[config.mk]
export PLATFORM = sky130hd
export DESIGN_NAME = aic_cmd_unit
export DESIGN_NICKNAME = d
export VERILOG_FILES = /design/src/core/aic_word_mem.v /design/src/core/aic_tick_timer.v /design/src/core/aic_cmd_unit.v
export VERILOG_INCLUDE_DIRS = /design/src /design/src/core
export SDC_FILE = /design/constraint.sdc
export NUM_CORES = 1
export LEC_CHECK = 0
export ABC_AREA = 1
export ABC_CLOCK_PERIOD_IN_PS = 3800
export BUFFER_PORTS_ARGS = -buffer_cell sky130_fd_sc_hd__buf_2
export CORE_AREA = 5 5 274 410
export DETAILED_ROUTE_END_ITERATION = 7
export DIE_AREA = 0 0 279 415
export SKIP_CTS_REPAIR_TIMING = 1
export SLEW_MARGIN = 10
export SYNTH_ARGS = -nofsm -noshare
export SYNTH_HDL_FRONTEND = slang
export SYNTH_SLANG_ARGS = --single-unit
[constraint.sdc]
create_clock -name clk -period 3.8 [get_ports clk]
set_input_delay 0.38 -clock clk [delete_from_list [all_inputs] [get_ports clk]]
set_output_delay 0.38 -clock clk [all_outputs]
set_load 0.005 [all_outputs]
[src/core/aic_map.vh]
`ifndef AIC_MAP_VH
`define AIC_MAP_VH
`define AIC_REG_DATA 3'h0
`define AIC_REG_FEATURE 3'h1
`define AIC_REG_SECT_CNT 3'h2
`define AIC_REG_SECT_NUM 3'h3
`define AIC_REG_CYL_LO 3'h4
`define AIC_REG_CYL_HI 3'h5
`define AIC_REG_DRV_HEAD 3'h6
`define AIC_REG_CMD 3'h7
`define AIC_CMD_IDENTIFY 8'hec
`define AIC_CMD_IDLE_A 8'h97
`define AIC_CMD_IDLE_B 8'he3
`define AIC_CMD_IDLE_IMM_A 8'h95
`define AIC_CMD_IDLE_IMM_B 8'he1
`define AIC_CMD_INIT_PARAM 8'h91
`define AIC_ST_BSY 7
`define AIC_ST_RDY 6
`define AIC_ST_DRQ 3
`define AIC_ST_ERR 0
`define AIC_DH_DRIVE 4
`define AIC_W47 16'h0001
`define AIC_W49 16'h0200
`define AIC_W51 16'h0200
`define AIC_W53 16'h0003
`define AIC_W59 16'h0100
`define AIC_W63 16'h0407
`define AIC_W64 16'h0003
`define AIC_CYCLE_80 16'h0050
`define AIC_W163 16'h0492
`define AIC_W164_HI 10'h000
`define AIC_IO_MODE 3'h3
`define AIC_MEM_MODE 3'h3
`define AIC_W22 16'h0004
`define AIC_SPACE 8'h20
`define AIC_TICK_NS 5000000
`define AIC_CLK_NS 10
`define AIC_WORDS 256
`endif

[src/core/aic_word_mem.v]
`timescale 1ns/100ps
`default_nettype none
// =====================================
// small ascii string store, registered read
module aic_word_mem #(
   parameter AW = 5
) (
   // clock
   input wire clk,
   // write port
   input wire wr_en,
   input wire [AW-1:0] wr_addr,
   input wire [15:0] wr_data,
   // read port
   input wire [AW-1:0] rd_addr,
   output reg [15:0] rd_data_ff
);
   reg [15:0] mem_ff [0:(1<<AW)-1];
   always @(posedge clk) begin
      if (wr_en) begin
         mem_ff[wr_addr] <= wr_data;
      end
      rd_data_ff <= mem_ff[rd_addr];
   end
endmodule // aic_word_mem
`default_nettype wire

[src/core/aic_tick_timer.v]
`timescale 1ns/100ps
`default_nettype none
`include "aic_map.vh"
// =====================================
// auto power-down timer, count in 5 ms units
module aic_tick_timer #(
   parameter TICK_CYC = `AIC_TICK_NS / `AIC_CLK_NS
) (
   // clock and reset
   input wire clk,
   input wire rst_b,
   // control
   input wire load,
   input wire [7:0] count,
   input wire wake,
   // status
   output reg expired_ff
);
   reg [31:0] pre_ff;
   reg [7:0] cnt_ff;
   reg run_ff;
   always @(posedge clk or negedge rst_b) begin
      if (!rst_b) begin
         pre_ff <= 32'h0000_0000;
         cnt_ff <= 8'h00;
         run_ff <= 1'b0;
         expired_ff <= 1'b0;
      end else if (load) begin
         pre_ff <= 32'h0000_0000;
         cnt_ff <= count;
         run_ff <= (count != 8'h00);
         expired_ff <= 1'b0;
      end else if (wake) begin
         pre_ff <= 32'h0000_0000;
         expired_ff <= 1'b0;
      end else if (run_ff && !expired_ff) begin
         if (pre_ff == TICK_CYC - 1) begin
            pre_ff <= 32'h0000_0000;
            if (cnt_ff == 8'h01) begin
               expired_ff <= 1'b1;
               cnt_ff <= count;
            end else begin
               cnt_ff <= cnt_ff - 8'h01;
            end
         end else begin
            pre_ff <= pre_ff + 32'h0000_0001;
         end
      end
   end
endmodule // aic_tick_timer
`default_nettype wire

[src/core/aic_cmd_unit.v]
`timescale 1ns/100ps
`default_nettype none
`include "aic_map.vh"
// =====================================
// task-file command unit: identify, idle, idle immediate, init params
module aic_cmd_unit #(
   parameter [15:0] CFG_DEFAULT = 16'h0000, // arbitrary value
   parameter [15:0] CFG_ALT = 16'h0001, // arbitrary value
   parameter [15:0] DEF_CYLS = 16'h0100,
   parameter [15:0] DEF_HEADS = 16'h0004,
   parameter [15:0] DEF_SPT = 16'h0020,
   parameter [31:0] CARD_SECTORS = 32'h0002_0000,
   parameter TICK_CYC = `AIC_TICK_NS / `AIC_CLK_NS
) (
   // clock and reset
   input wire clk,
   input wire rst_b,
   // mode strap and drive number
   input wire direct_disk_mode,
   input wire drive_number,
   // task-file access
   input wire [2:0] reg_addr,
   input wire reg_wr,
   input wire reg_rd,
   input wire [15:0] reg_wdata,
   output reg [15:0] reg_rdata_ff,
   // string load port
   input wire str_wr,
   input wire [4:0] str_addr,
   input wire [15:0] str_data,
   // status
   output reg [7:0] status_ff,
   output reg intrq_ff,
   output reg idle_mode_ff,
   output reg auto_pd_en_ff,
   output reg power_down_ff,
   output reg [7:0] sectors_per_track_ff,
   output reg [3:0] max_head_ff
);
   // =====================================
   // states
   localparam [4:0] ST_IDLE = 5'b00001;
   localparam [4:0] ST_EXEC = 5'b00010;
   localparam [4:0] ST_FETCH = 5'b00100;
   localparam [4:0] ST_XFER = 5'b01000;
   localparam [4:0] ST_DONE = 5'b10000;

   reg [4:0] state_ff;
   reg [7:0] feature_ff, sect_cnt_ff, sect_num_ff, cyl_lo_ff, cyl_hi_ff, drv_head_ff, cmd_ff;
   reg [7:0] word_ff, fetch_word;
   reg [15:0] data_ff;
   reg card_mode_s1_ff, card_mode_s2_ff, drv_s1_ff, drv_s2_ff;
   reg tmr_load_ff, tmr_wake_ff;
   reg [15:0] nxt_data;
   reg [4:0] mem_addr;
   wire [15:0] mem_q;
   wire tmr_expired;
   wire selected;
   wire [31:0] cur_cap;

   assign selected = (drv_head_ff[`AIC_DH_DRIVE] == drv_s2_ff);
   assign cur_cap = {16'h0000, DEF_CYLS} * {16'h0000, sectors_per_track_ff, 8'h00} / 32'h0000_0100
                    * {28'h000_0000, max_head_ff} + {16'h0000, DEF_CYLS} * {24'h00_0000, sectors_per_track_ff};

   // =====================================
   // helpers
   function is_idle_cmd;
      input [7:0] c;
      is_idle_cmd = (c == `AIC_CMD_IDLE_A) || (c == `AIC_CMD_IDLE_B);
   endfunction

   function is_idle_imm_cmd;
      input [7:0] c;
      is_idle_imm_cmd = (c == `AIC_CMD_IDLE_IMM_A) || (c == `AIC_CMD_IDLE_IMM_B);
   endfunction

   // =====================================
   // pin synchronisers
   always @(posedge clk or negedge rst_b) begin
      if (!rst_b) begin
         card_mode_s1_ff <= 1'b0;
         card_mode_s2_ff <= 1'b0;
         drv_s1_ff <= 1'b0;
         drv_s2_ff <= 1'b0;
      end else begin
         card_mode_s1_ff <= direct_disk_mode;
         card_mode_s2_ff <= card_mode_s1_ff;
         drv_s1_ff <= drive_number;
         drv_s2_ff <= drv_s1_ff;
      end
   end

   // =====================================
   // strings: serial 0-9, firmware 10-13, model 14-31 wraps into 5-bit space
   // model words beyond the store read as spaces; keeps the store at 32 words
   // the store is addressed with the word about to be fetched, so its registered output is ready in fetch
   always @* begin
      fetch_word = word_ff + {7'h00, state_ff == ST_XFER && reg_rd && reg_addr == `AIC_REG_DATA};
      mem_addr = 5'h00;
      if (fetch_word >= 8'd10 && fetch_word <= 8'd19) begin
         mem_addr = fetch_word[4:0] - 5'd10;
      end else if (fetch_word >= 8'd23 && fetch_word <= 8'd44) begin
         mem_addr = fetch_word[4:0] - 5'd13;
      end
   end

   aic_word_mem #(
      .AW(5)
   ) u_mem (
      .clk(clk),
      .wr_en(str_wr),
      .wr_addr(str_addr),
      .wr_data(str_data),
      .rd_addr(mem_addr),
      .rd_data_ff(mem_q)
   );

   aic_tick_timer #(
      .TICK_CYC(TICK_CYC)
   ) u_tmr (
      .clk(clk),
      .rst_b(rst_b),
      .load(tmr_load_ff),
      .count(sect_cnt_ff),
      .wake(tmr_wake_ff),
      .expired_ff(tmr_expired)
   );

   // =====================================
   // identify word table
   always @* begin
      nxt_data = 16'h0000;
      case (word_ff)
         8'd0: nxt_data = card_mode_s2_ff ? CFG_ALT : CFG_DEFAULT;
         8'd1: nxt_data = DEF_CYLS;
         8'd3: nxt_data = DEF_HEADS;
         8'd6: nxt_data = DEF_SPT;
         8'd7: nxt_data = CARD_SECTORS[31:16];
         8'd8: nxt_data = CARD_SECTORS[15:0];
         8'd22: nxt_data = `AIC_W22;
         8'd45, 8'd46: nxt_data = {`AIC_SPACE, `AIC_SPACE};
         8'd47: nxt_data = `AIC_W47;
         8'd49: nxt_data = `AIC_W49;
         8'd51: nxt_data = `AIC_W51;
         8'd53: nxt_data = `AIC_W53;
         8'd54: nxt_data = DEF_CYLS;
         8'd55: nxt_data = {12'h000, max_head_ff} + 16'h0001;
         8'd56: nxt_data = {8'h00, sectors_per_track_ff};
         8'd57: nxt_data = cur_cap[15:0];
         8'd58: nxt_data = cur_cap[31:16];
         8'd59: nxt_data = `AIC_W59;
         8'd60: nxt_data = CARD_SECTORS[15:0];
         8'd61: nxt_data = CARD_SECTORS[31:16];
         8'd63: nxt_data = card_mode_s2_ff ? `AIC_W63 : 16'h0000;
         8'd64: nxt_data = `AIC_W64;
         8'd65, 8'd66: nxt_data = card_mode_s2_ff ? `AIC_CYCLE_80 : 16'h0000;
         8'd67, 8'd68: nxt_data = `AIC_CYCLE_80;
         8'd163: nxt_data = `AIC_W163;
         8'd164: nxt_data = {`AIC_W164_HI, `AIC_MEM_MODE, `AIC_IO_MODE};
         default: begin
            if ((word_ff >= 8'd10 && word_ff <= 8'd19) || (word_ff >= 8'd23 && word_ff <= 8'd44)) begin
               nxt_data = mem_q;
            end
         end
      endcase
   end

   // =====================================
   // task file and command sequencer
   always @(posedge clk or negedge rst_b) begin
      if (!rst_b) begin
         state_ff <= ST_IDLE;
         feature_ff <= 8'h00;
         sect_cnt_ff <= 8'h01;
         sect_num_ff <= 8'h01;
         cyl_lo_ff <= 8'h00;
         cyl_hi_ff <= 8'h00;
         drv_head_ff <= 8'h00;
         cmd_ff <= 8'h00;
         word_ff <= 8'h00;
         data_ff <= 16'h0000;
         status_ff <= 8'h40;
         intrq_ff <= 1'b0;
         idle_mode_ff <= 1'b0;
         auto_pd_en_ff <= 1'b0;
         power_down_ff <= 1'b0;
         sectors_per_track_ff <= 8'h20;
         max_head_ff <= 4'h3;
         reg_rdata_ff <= 16'h0000;
         tmr_load_ff <= 1'b0;
         tmr_wake_ff <= 1'b0;
      end else begin
         tmr_load_ff <= 1'b0;
         tmr_wake_ff <= 1'b0;
         // only in idle state: a stale expiry must not come back in the cycle a command wakes the timer
         power_down_ff <= auto_pd_en_ff && (power_down_ff || tmr_expired) && state_ff == ST_IDLE;
         // register reads; status read clears the interrupt
         if (reg_rd) begin
            if (reg_addr == `AIC_REG_DATA) begin
               reg_rdata_ff <= data_ff;
            end else if (reg_addr == `AIC_REG_FEATURE) begin
               reg_rdata_ff <= {8'h00, feature_ff};
            end else if (reg_addr == `AIC_REG_SECT_CNT) begin
               reg_rdata_ff <= {8'h00, sect_cnt_ff};
            end else if (reg_addr == `AIC_REG_SECT_NUM) begin
               reg_rdata_ff <= {8'h00, sect_num_ff};
            end else if (reg_addr == `AIC_REG_CYL_LO) begin
               reg_rdata_ff <= {8'h00, cyl_lo_ff};
            end else if (reg_addr == `AIC_REG_CYL_HI) begin
               reg_rdata_ff <= {8'h00, cyl_hi_ff};
            end else if (reg_addr == `AIC_REG_DRV_HEAD) begin
               reg_rdata_ff <= {8'h00, drv_head_ff};
            end else begin
               reg_rdata_ff <= {8'h00, status_ff};
               intrq_ff <= 1'b0;
            end
         end
         // task-file writes are refused while busy
         if (reg_wr && !status_ff[`AIC_ST_BSY]) begin
            if (reg_addr == `AIC_REG_FEATURE) begin
               feature_ff <= reg_wdata[7:0];
            end else if (reg_addr == `AIC_REG_SECT_CNT) begin
               sect_cnt_ff <= reg_wdata[7:0];
            end else if (reg_addr == `AIC_REG_SECT_NUM) begin
               sect_num_ff <= reg_wdata[7:0];
            end else if (reg_addr == `AIC_REG_CYL_LO) begin
               cyl_lo_ff <= reg_wdata[7:0];
            end else if (reg_addr == `AIC_REG_CYL_HI) begin
               cyl_hi_ff <= reg_wdata[7:0];
            end else if (reg_addr == `AIC_REG_DRV_HEAD) begin
               drv_head_ff <= reg_wdata[7:0];
            end else if (reg_addr == `AIC_REG_CMD && state_ff == ST_IDLE) begin
               cmd_ff <= reg_wdata[7:0];
               status_ff <= 8'h80;
               intrq_ff <= 1'b0;
               tmr_wake_ff <= 1'b1;
               power_down_ff <= 1'b0;
               state_ff <= ST_EXEC;
            end
         end
         case (state_ff)
            ST_IDLE: begin
            end
            ST_EXEC: begin
               if (!selected) begin
                  status_ff <= 8'h40;
                  state_ff <= ST_IDLE;
               end else if (cmd_ff == `AIC_CMD_IDENTIFY) begin
                  word_ff <= 8'h00;
                  state_ff <= ST_FETCH;
               end else if (is_idle_cmd(cmd_ff)) begin
                  idle_mode_ff <= 1'b1;
                  auto_pd_en_ff <= (sect_cnt_ff != 8'h00);
                  tmr_load_ff <= 1'b1;
                  state_ff <= ST_DONE;
               end else if (is_idle_imm_cmd(cmd_ff)) begin
                  idle_mode_ff <= 1'b1;
                  state_ff <= ST_DONE;
               end else if (cmd_ff == `AIC_CMD_INIT_PARAM) begin
                  sectors_per_track_ff <= sect_cnt_ff;
                  max_head_ff <= drv_head_ff[3:0];
                  state_ff <= ST_DONE;
               end else begin
                  status_ff <= 8'h41; // unsupported command aborts
                  intrq_ff <= 1'b1;
                  state_ff <= ST_IDLE;
               end
            end
            ST_FETCH: begin
               // busy for one cycle between words; the store already answered at the read edge
               data_ff <= nxt_data;
               if (word_ff == 8'h00) begin
                  status_ff <= 8'h48;
                  intrq_ff <= 1'b1;
               end else begin
                  status_ff <= 8'h48;
               end
               state_ff <= ST_XFER;
            end
            ST_XFER: begin
               if (reg_rd && reg_addr == `AIC_REG_DATA) begin
                  if (word_ff == 8'hff) begin
                     status_ff <= 8'h40;
                     state_ff <= ST_IDLE;
                  end else begin
                     word_ff <= word_ff + 8'h01;
                     status_ff <= 8'h80;
                     state_ff <= ST_FETCH;
                  end
               end
            end
            ST_DONE: begin
               status_ff <= 8'h40;
               intrq_ff <= 1'b1;
               state_ff <= ST_IDLE;
            end
            default: begin
               state_ff <= ST_IDLE;
            end
         endcase
      end
   end
endmodule // aic_cmd_unit
`default_nettype wire

Word level (Yosys, flattened, before mapping). Memories as Yosys holds them, arrays and structs flattened. A register that Yosys moved wholly into a read port is not among the register bits. Cells that the tools add are included.

Register bits after elaboration: 173. Bits in writable memories: 512. Bits of input ports: 47. Output and inout port bits: 40. Word-level logic and storage cells: 272. Memories kept: 1.

Memory list: u_mem.mem_ff (depth 32, width 16, rd ports 1, clocked after memory_dff 1, write ports 1, RTL line aic_word_mem.v:18) `reg [15:0] mem_ff [0:(1<<AW)-1];`.

Add/subtract/negate cells: 8. $mul: 1. Order comparisons: 8. Equal/unequal tests: 55. Muxes and demuxes: 112. Bitwise operators: 9. Reduce and logical (&&, ||, !) cells: 50.

Operators with widths (count): one-hot mux 16 bit (19 select lines) (1); two-way mux 8 bit (30); two-way mux 32 bit (4); == test 8 x 6 -> 1 bit (second input constant) (15); two-way mux 5 bit (16); == test 8 bit (second input constant) (9); two-way mux 1 bit (52); == test 8 x 7 -> 1 bit (second input constant) (5); adder 32 x 1 -> 32 bit (second input constant) (1); == test 32 x 19 -> 1 bit (second input constant) (1); two-way mux 16 bit (2); one-hot mux 8 bit (4 select lines) (1); adder 20 x 16 -> 21 bit (1); one-hot mux 5 bit (4 select lines) (1); == test 8 x 1 -> 1 bit (second input constant) (2); == test 8 x 3 -> 1 bit (second input constant) (2); greater-or-equal comparator 8 x 4 -> 1 bit (second input constant) (2); greater-or-equal comparator 8 x 5 -> 1 bit (second input constant) (2); <= comparator 8 x 5 -> 1 bit (second input constant) (2); <= comparator 8 x 6 -> 1 bit (second input constant) (2); one-hot mux 8 bit (2 select lines) (1); OR reduction 2 bit (8); == test 3 bit (second input constant) (4); logical AND 1 bit (12); 39 further kinds (67).

Logic depth before layout (Yosys ltp). Gate-level depths: netlist of run 1.

Depth in word-level cells: 23. Mapped depth: 29. Mapped depth without buffers: 26.

Hierarchy. From an unflattened synthesis of run 1, not the netlist that was laid out.

Cell total of the unflattened synthesis: 3350. Area, all modules: 32641.3 um2.

By module, submodules not included: aic_word_mem (times used 1, cells each 1794, area an instance 21301.7 um2, sequential area each 15695.1 um2); aic_cmd_unit (times used 1, cells each 1146, area an instance 8602.0 um2, sequential area each 3286.9 um2); aic_tick_timer (times used 1, cells each 410, area an instance 2737.6 um2, sequential area each 1051.0 um2).

Least setup slack after synthesis of run 1. No wires, ideal clock.

Path kind: flip-flop to flip-flop. From: register max_head_ff[1]. To: register data_ff[1]. Setup time: 0.118 ns. Arrival time: 3.928 ns. Setup slack: -0.246 ns. Cell stages (with the launch flop): 22. Path buffers: 1. Cell sequence: dfstp_2 clkbuf_1 nand2_1 fa_1 inv_1 fa_1 fa_1 nand3_1 nand2_1 xor2_1 ha_1 nand2_1 nor3_1 nand2_1 o211ai_1 nand2_1 o21ai_0 nand2_1 nand3_1 nand3_1 o21bai_1 inv_1.

Longest elaborated chain between the ends: 3. Elaborated cells between the ends (all ways): 4.

Ends and longest elaborated chain: from (decl) (RTL line aic_cmd_unit.v:38) `output reg [3:0] max_head_ff`; from (signal assigned) (RTL line aic_cmd_unit.v:261) `max_head_ff <= drv_head_ff[3:0];`; multiplier 8 x 4 -> 12 bit (RTL line aic_cmd_unit.v:63) `* {28'h000_0000, max_head_ff} + {16'h0000, DEF_CYLS} * {24'h00_0000, sectors_per_track_ff};`; adder 20 x 16 -> 21 bit (RTL line aic_cmd_unit.v:63); one-hot mux 16 bit (19 select lines) (*) (RTL line aic_cmd_unit.v:133) `case (word_ff)`; to (signal assigned) (RTL line aic_cmd_unit.v:271) `data_ff <= nxt_data;`; to (decl) (RTL line aic_cmd_unit.v:51) `reg [15:0] data_ff;`.

Every way passes the cells marked *; elsewhere a longest branch is shown, timed or not. A chain may end at the register's enable or synchronous reset.

Final worst setup path of run 1. Ends and elaborated chain as after synthesis.

==> metrics.md, run 1 <==
| Metric | Value |
|---|---|
| Fill count | 10.8k |
| Mapped Cells | 3,497 |
| Unrepaired setup endpoints after global routing | true |
| Post-layout util | 36.9% |
| Die area | 0.116 mm^2 |
| Top FF cell, synth | edfxtp_1 |
| Violated checks | hold timing, setup timing |
| EDFF count, synth | about 500 |
| Port Buf Inserts | 78 |
| Grt ovf | 0 |
| Routed vias | around 25k |
| Critical Path Start Type | flop |
| Clock Tree Root | clkbuf_16 |
| Post-synth ARST share | 24.7% |
| Syn_nets | 3,596 |
| Synth cell types | 52 |
| Leakage | 16.9 nW |
| CTS tree | built |
| Die Ht | 415 um |
| Mapped Area | 0.0333 mm^2 |
| Slew margin rel. | 35.9% |
| # nets final | 3,816 |
| Hold Vio Cnt, Final | 1 |
| Seq/Total Area, Yosys | 60.2% |
| Flops & latches, synth | 701 |
| Worst path cell trace | nand2_2 -> fa_1 -> inv_2 -> fa_2 -> ha_1 -> nand3_2 -> nand2_2 -> xor2_1 -> ha_1 -> nand2_2 -> nor3_2 -> nand2_1 -> o211ai_1 -> nand2_1 -> o21ai_2 -> nand2_1 -> nand3_1 -> nand3_1 -> o21bai_1 -> inv_1 |
| Max FO, Critical Path | 5 |
| Crit-path max cell delay | 610 ps |
| Routed length per placed instance | ~18 um |
| PD cells | 404 mW/mm^2 |
| Final Max Slew Viols | 0 |
| Finished Layout Cells | 5,206 |
| Initial antenna violation count | 1 |
| Crit path kind | flop to flop |
| Crit end category | flop |
| Initial DRC count | approximately 2.2k |
| Die W | roughly 280 um |
| Row cnt | 148 |
| Max-cap viol count | 0 |
| DR pass1 iterations | 5 |
| CP arrival | 4470 ps |
| Hold crit path type | input pin to flop |
| CTS clock-pin slew for the worst setup and hold paths | 60 ps |
| Total clock sinks | around 700 |
| Clk_lat worst skew | 640 ps |
| Slowest CP cell | dfstp_2 |
| ANT nets after route | 0 |
| Worst Tran Pin Value | 961 ps |
| Mapped Avg Cell Area | ~9.5 um^2 |
| Area grow syn2layout | 19.9% |
| All-layer global routing usage | 15.7% |
| # DRC | 0 |
| Placed insts | 5,031 |
| Initial core utilization | 30.8% |
| Vias per inst | 4.81 |
| Fin worst setup slack | -151 ps |
| CTS buffer count | 75 |
| DP HPWL | between 60,000 and 70,000 um |
| Core footprint | between 0.1 and 0.15 mm^2 |
| Fmax | 0.253 GHz |
| First-pass GRT wire length | 143,000 um |
| Largest net degree at the start of global routing | 102 |
| WHS | -2.21 ps |
| Share of cells above drive strength 1 | 14.4% |
| GP Congestion | 0.850 |
| H-tree Lvls | 3 |
| Yosys warns | 0 |
| Clock Skew | 34.9 ps |
| # IOs | between 80 and 90 |
| Final wirelength | between 90,000 and 100,000 um |
| Setup-failing EPs final | 3 |
| Status | finished, violations left |
| Fin crit share | 104% |
| Clock period minus worst slack | 3950 ps |
| Vias in the first global route | 24.2k |
| Peak VDD IR | 338 uV |
| Clock buffer depth | 3 |
| Critical Path RT | 4320 ps |
[cell type report]
class	count	area, um^2	share of cell area (%)
Multi-Input combinational cell	2147	10900	27.3
Clock buffer	96	2030	5.08
Antenna cell	1	2.50	0.00627
Tap cell	1425	1780	4.47
Timing Repair Buffer	311	2890	7.24
Sequential cell	701	20000	50.2
Inverter	481	1810	4.54
Clock inverter	44	475	1.19
[layout by cell type, fill, tap and decap left out, drive strengths merged, types with 24 or more instances in the layout]
cell | Yosys | layout
nand2 | 846 | 847
nand3 | 621 | 621
edfxtp | 512 | 512
inv | 479 | 485
buf | 132 | 296
dfrtp | 166 | 166
o21ai | 149 | 149
nor2 | 147 | 147
clkbuf | 37 | 105
a21oi | 79 | 79
nand3b | 67 | 67
ha | 39 | 39
nor3 | 38 | 38
clkinv | 2 | 33
o211ai | 25 | 25
nand4 | 24 | 24
[cell families (layout without fill, tap and decap cells)]
logic type | count (synthesis) | after routing | synth area share [%]
compound gates | 305 | 305 | 5.18
xor+xnor | 20 | 20 | 0.526
fa+ha+maj | 52 | 52 | 2.25
buf+inv | 650 | 932 | 8.13
flops | 701 | 701 | 60.2
other cells | 0 | 1 | 0
simple gates | 1769 | 1770 | 23.7
[synth_stat cells, types with 23 or more instances]
| library cell | n | share of area [%] |
|---|---|---|
| a21oi_1 | 79 | 1.2 |
| buf_2 | 102 | 1.5 |
| buf_4 | 23 | 0.52 |
| clkbuf_1 | 37 | 0.42 |
| dfrtp_1 | 166 | 12 |
| edfxtp_1 | 512 | 46 |
| ha_1 | 39 | 1.5 |
| inv_1 | 473 | 5.3 |
| nand2_1 | 840 | 9.5 |
| nand3_1 | 618 | 9.3 |
| nand3b_1 | 67 | 1.5 |
| nand4_1 | 24 | 0.45 |
| nor2_1 | 143 | 1.6 |
| nor3_1 | 37 | 0.56 |
| o211ai_1 | 25 | 0.56 |
| o21ai_0 | 147 | 2.2 |
[worst max-delay path, delay by kind of cell, from the launching register on]
family | cells | cell delay, ps
DFF | 1 | 610
xor gates and xnor gates | 1 | 170
adders and majority gates | 4 | 1640
buffers and inverters | 2 | 100
and+or+nand+nor | 10 | 920
AOI/OAI and AO/OA | 3 | 400
[per-layer routing]
metal / part of all wire, % / track usage [%]
met1: 40 / 18.9
met2: 52 / 28.5
met3: 5.0 / 2.19
met4: 3.8 / 5.92
met5: 0 / 0
[power by group]
group	leakage, nW	switching [mW]	internal, mW	total (mW)
sequential	6.99	0.0249	8.31	8.34
combinational	8.70	0.302	0.0912	0.393
clock	1.23	3.20	4.19	7.40
[final timing paths]
path,start,to,slack [ps],cells past startpoint
min in group asynchronous,rst_b,cmd_ff[4],440,2
setup reg to reg,max_head_ff[1],data_ff[1],-150,20
setup / recovery,max_head_ff[1],data_ff[1],-150,20
hold / removal,reg_wdata[5],cyl_hi_ff[5],-2,3
max in group asynchronous,rst_b,status_ff[6],2470,3
hold reg to reg,card_mode_s1_ff,card_mode_s2_ff,360,0
[sequential cells by signal, summed over array words and instances (netlist names), 4 cells and up]
signal,flops
u_mem.mem_ff,512
u_tmr.pre_ff,32
data_ff,16
reg_rdata_ff,16
u_mem.rd_data_ff,16
cmd_ff,8
cyl_hi_ff,8
cyl_lo_ff,8
drv_head_ff,8
feature_ff,8
sect_cnt_ff,8
sect_num_ff,8
sectors_per_track_ff,8
status_ff,8
u_tmr.cnt_ff,8
word_ff,8
state_ff,5
max_head_ff,4
[per-stage QoR]
stage | instance area (um^2) | setup WS (ps) | hold WS, ps | total power [mW] | setup TNS (ps)
after floorplan | 33300 | -17.1 | 84.4 | 8.61 | -17.1
after global placement | 36600 | -200 | 356 | 8.88 | -1720
after detailed placement | 36600 | -209 | 348 | 8.89 | -1900
after CTS | 39100 | -245 | -155 | 16.3 | -1280
after global routing | 39900 | -352 | 10.3 | 16.6 | -1520
final | 39900 | -151 | -2.21 | 16.1 | -245
Note: power is estimated with default switching activity, not from simulation.
==> run 2, diff against run 1 <==
--- a/config.mk
+++ b/config.mk
@@ -8,7 +8,7 @@
 export LEC_CHECK = 0
 export ABC_AREA = 1
 export ABC_CLOCK_PERIOD_IN_PS = 3800
-export BUFFER_PORTS_ARGS = -buffer_cell sky130_fd_sc_hd__buf_2
+export BUFFER_PORTS_ARGS = -buffer_cell sky130_fd_sc_hd__clkbuf_2
 export CORE_AREA = 5 5 274 410
 export DETAILED_ROUTE_END_ITERATION = 7
 export DIE_AREA = 0 0 279 415
==> run 2 against run 1 <==
Net effect:
- the run ends with setup timing left
- final cell count is 0.15% lower
- highest routed layer unchanged
- via count grew 0.81%
- non-clock buffer count fell by 3
- largest cell class unchanged
==> metrics.md, run 2 (synthesis results as in run 1) <==
| Metric | Value |
|---|---|
| PD cells | 414 mW/mm^2 |
| Initial core utilization | 30.8% |
| Row cnt | roughly 150 |
| Clock buffer depth | 3 |
| Max-cap viol count | 0 |
| Vias in the first global route | about 24k |
| Final Max Slew Viols | 0 |
| Initial DRC count | ~2.0k |
| Post-layout util | 36.8% |
| Grt ovf | 0 |
| Worst Tran Pin Value | 1140 ps |
| CTS clock-pin slew for the worst setup and hold paths | 60 ps |
| Clk_lat worst skew | 650 ps |
| Fmax | 0.257 GHz |
| ANT nets after route | 0 |
| Die Ht | 415 um |
| Hold Vio Cnt, Final | 0 |
| Max FO, Critical Path | 5 |
| Critical Path RT | ~4300 ps |
| Max reg flops | 512 |
| Clock Skew | 35.8 ps |
| Area grow syn2layout | 19.6% |
| Fin worst setup slack | -93.2 ps |
| GP Congestion | about 0.88 |
| Commonest non-fill, non-tap cell in the layout | nand2_1 |
| Peak VDD IR | 342 uV |
| Share of cells above drive strength 1 | 13.3% |
| Vias per inst | between 4 and 5 |
| Clock period minus worst slack | 3890 ps |
| Hold crit path type | input pin to flop |
| Die area | between 0.1 and 0.15 mm^2 |
| Leakage | ~17 nW |
| CTS buffer count | 74 |
| Multi-input gate area | 0.0108 mm^2 |
| Commonest cells after routing, fill and taps aside | nand2_1, nand3_1, edfxtp_1 |
| CTS tree | built |
| Routed length per placed instance | 18.1 um |
| Routed vias | between 20k and 30k |
| Crit path kind | flop to flop |
| Port Buf Inserts | between 70 and 80 |
| H-tree Lvls | 3 |
| # nets final | about 3.8k |
| Largest net degree at the start of global routing | 110 |
| CP arrival | around 4400 ps |
| Seq. cell area | 0.0200 mm^2 |
| All-layer global routing usage | 15.8% |
| DR pass1 iterations | 5 |
| WHS | 24.0 ps |
| Setup-failing EPs final | 3 |
| Fin crit share | 102% |
| Logic pwr share | 2.4% |
| Clock Tree Root | clkbuf_16 |
| Core footprint | 0.108 mm^2 |
| Critical Path Start Type | flop |
| Net Switching | 3.48 mW |
| Total clock sinks | 701 |
| Unrepaired setup endpoints after global routing | true |
| Internal | 13.0 mW |
| Violated checks | setup timing |
| Switching part of the total power | 21.2% |
| Crit end category | flop |
| First-pass GRT wire length | roughly 140,000 um |
| Clock network power share | 47.0% |
| DP HPWL | just over 60,000 um |
| Most flops, register | u_mem.mem_ff |
| # IOs | 87 |
| Status | finished, violations left |
| Biggest regs | u_mem.mem_ff (512), u_tmr.pre_ff (32) |
| Die W | 279 um |
| Sequential share of power | 50.7% |
| Final wirelength | 94,200 um |
| Initial antenna violation count | 1 |
| Fill count | 10.8k |
| Pre-CTS setup slack | -189 ps |
| # DRC | 0 |
| Slew margin rel. | 24.0% |
run 2: per-layer routing:
layer  GRT usage [%]  share of wire [%]
met1            19.1                 40
met2            28.4                 52
met3            2.35                5.2
met4            6.07                3.5
met5               0                  0
run 2: through the flow:
step	area (um^2)	cells	power, mW	setup TNS (ps)
2_1_floorplan	33300	3497	8.61	-17.1
3_3_place_gp	36800	5044	8.88	-1760
3_5_place_dp	36800	5044	8.89	-2140
4_1_cts	39400	5180	16.6	-1010
5_1_grt	39800	5198	17.0	-1080
6_report	39800	5198	16.5	-185
run 2: worst paths after layout:
check	startpoint	end	slack [ps]	cells after the start
max in group asynchronous	rst_b	max_head_ff[1]	2370	3
worst max register to register	max_head_ff[1]	data_ff[1]	-90	20
min in group asynchronous	rst_b	drv_s1_ff	430	2
worst min-delay path	reg_wdata[6]	cyl_hi_ff[6]	20	3
worst max-delay path	max_head_ff[1]	data_ff[1]	-90	20
worst min register to register	drv_s1_ff	drv_s2_ff	360	0
run 2: critical path, cell delays in order (launching register included):
cell and delay [ps]:
dfstp_2 600, nand2_2 80, fa_1 470, inv_1 50, fa_2 580, ha_4 220
nand3_2 60, nand2_2 80, xor2_1 170, ha_1 360, nand2_1 100, nor3_1 190
nand2_1 70, o211ai_1 140, nand2_1 130, o21ai_2 100, nand2_1 70, nand3_1 60
nand3_1 70, o21bai_1 150, inv_1 50
run 2: power groups by stage:
stage,clock network [mW],logic [mW],registers (mW)
5_1_grt,8.21,0.432,8.34
3_5_place_dp,0,0.395,8.49
3_3_place_gp,0,0.389,8.49
4_1_cts,7.89,0.396,8.34
2_1_floorplan,0,0.123,8.49
6_report,7.73,0.391,8.34
run 2: cell type report:
| class | count | share of cell area [%] |
|---|---|---|
| clock buffer | 99 | 5.11 |
| antenna | 1 | 0.00629 |
| multi-input combinational | 2146 | 27.1 |
| sequential | 701 | 50.4 |
| tap | 1425 | 4.48 |
| clock inverter | 37 | 1.50 |
| inverter | 481 | 4.55 |
| timing repair buffer | 308 | 6.87 |
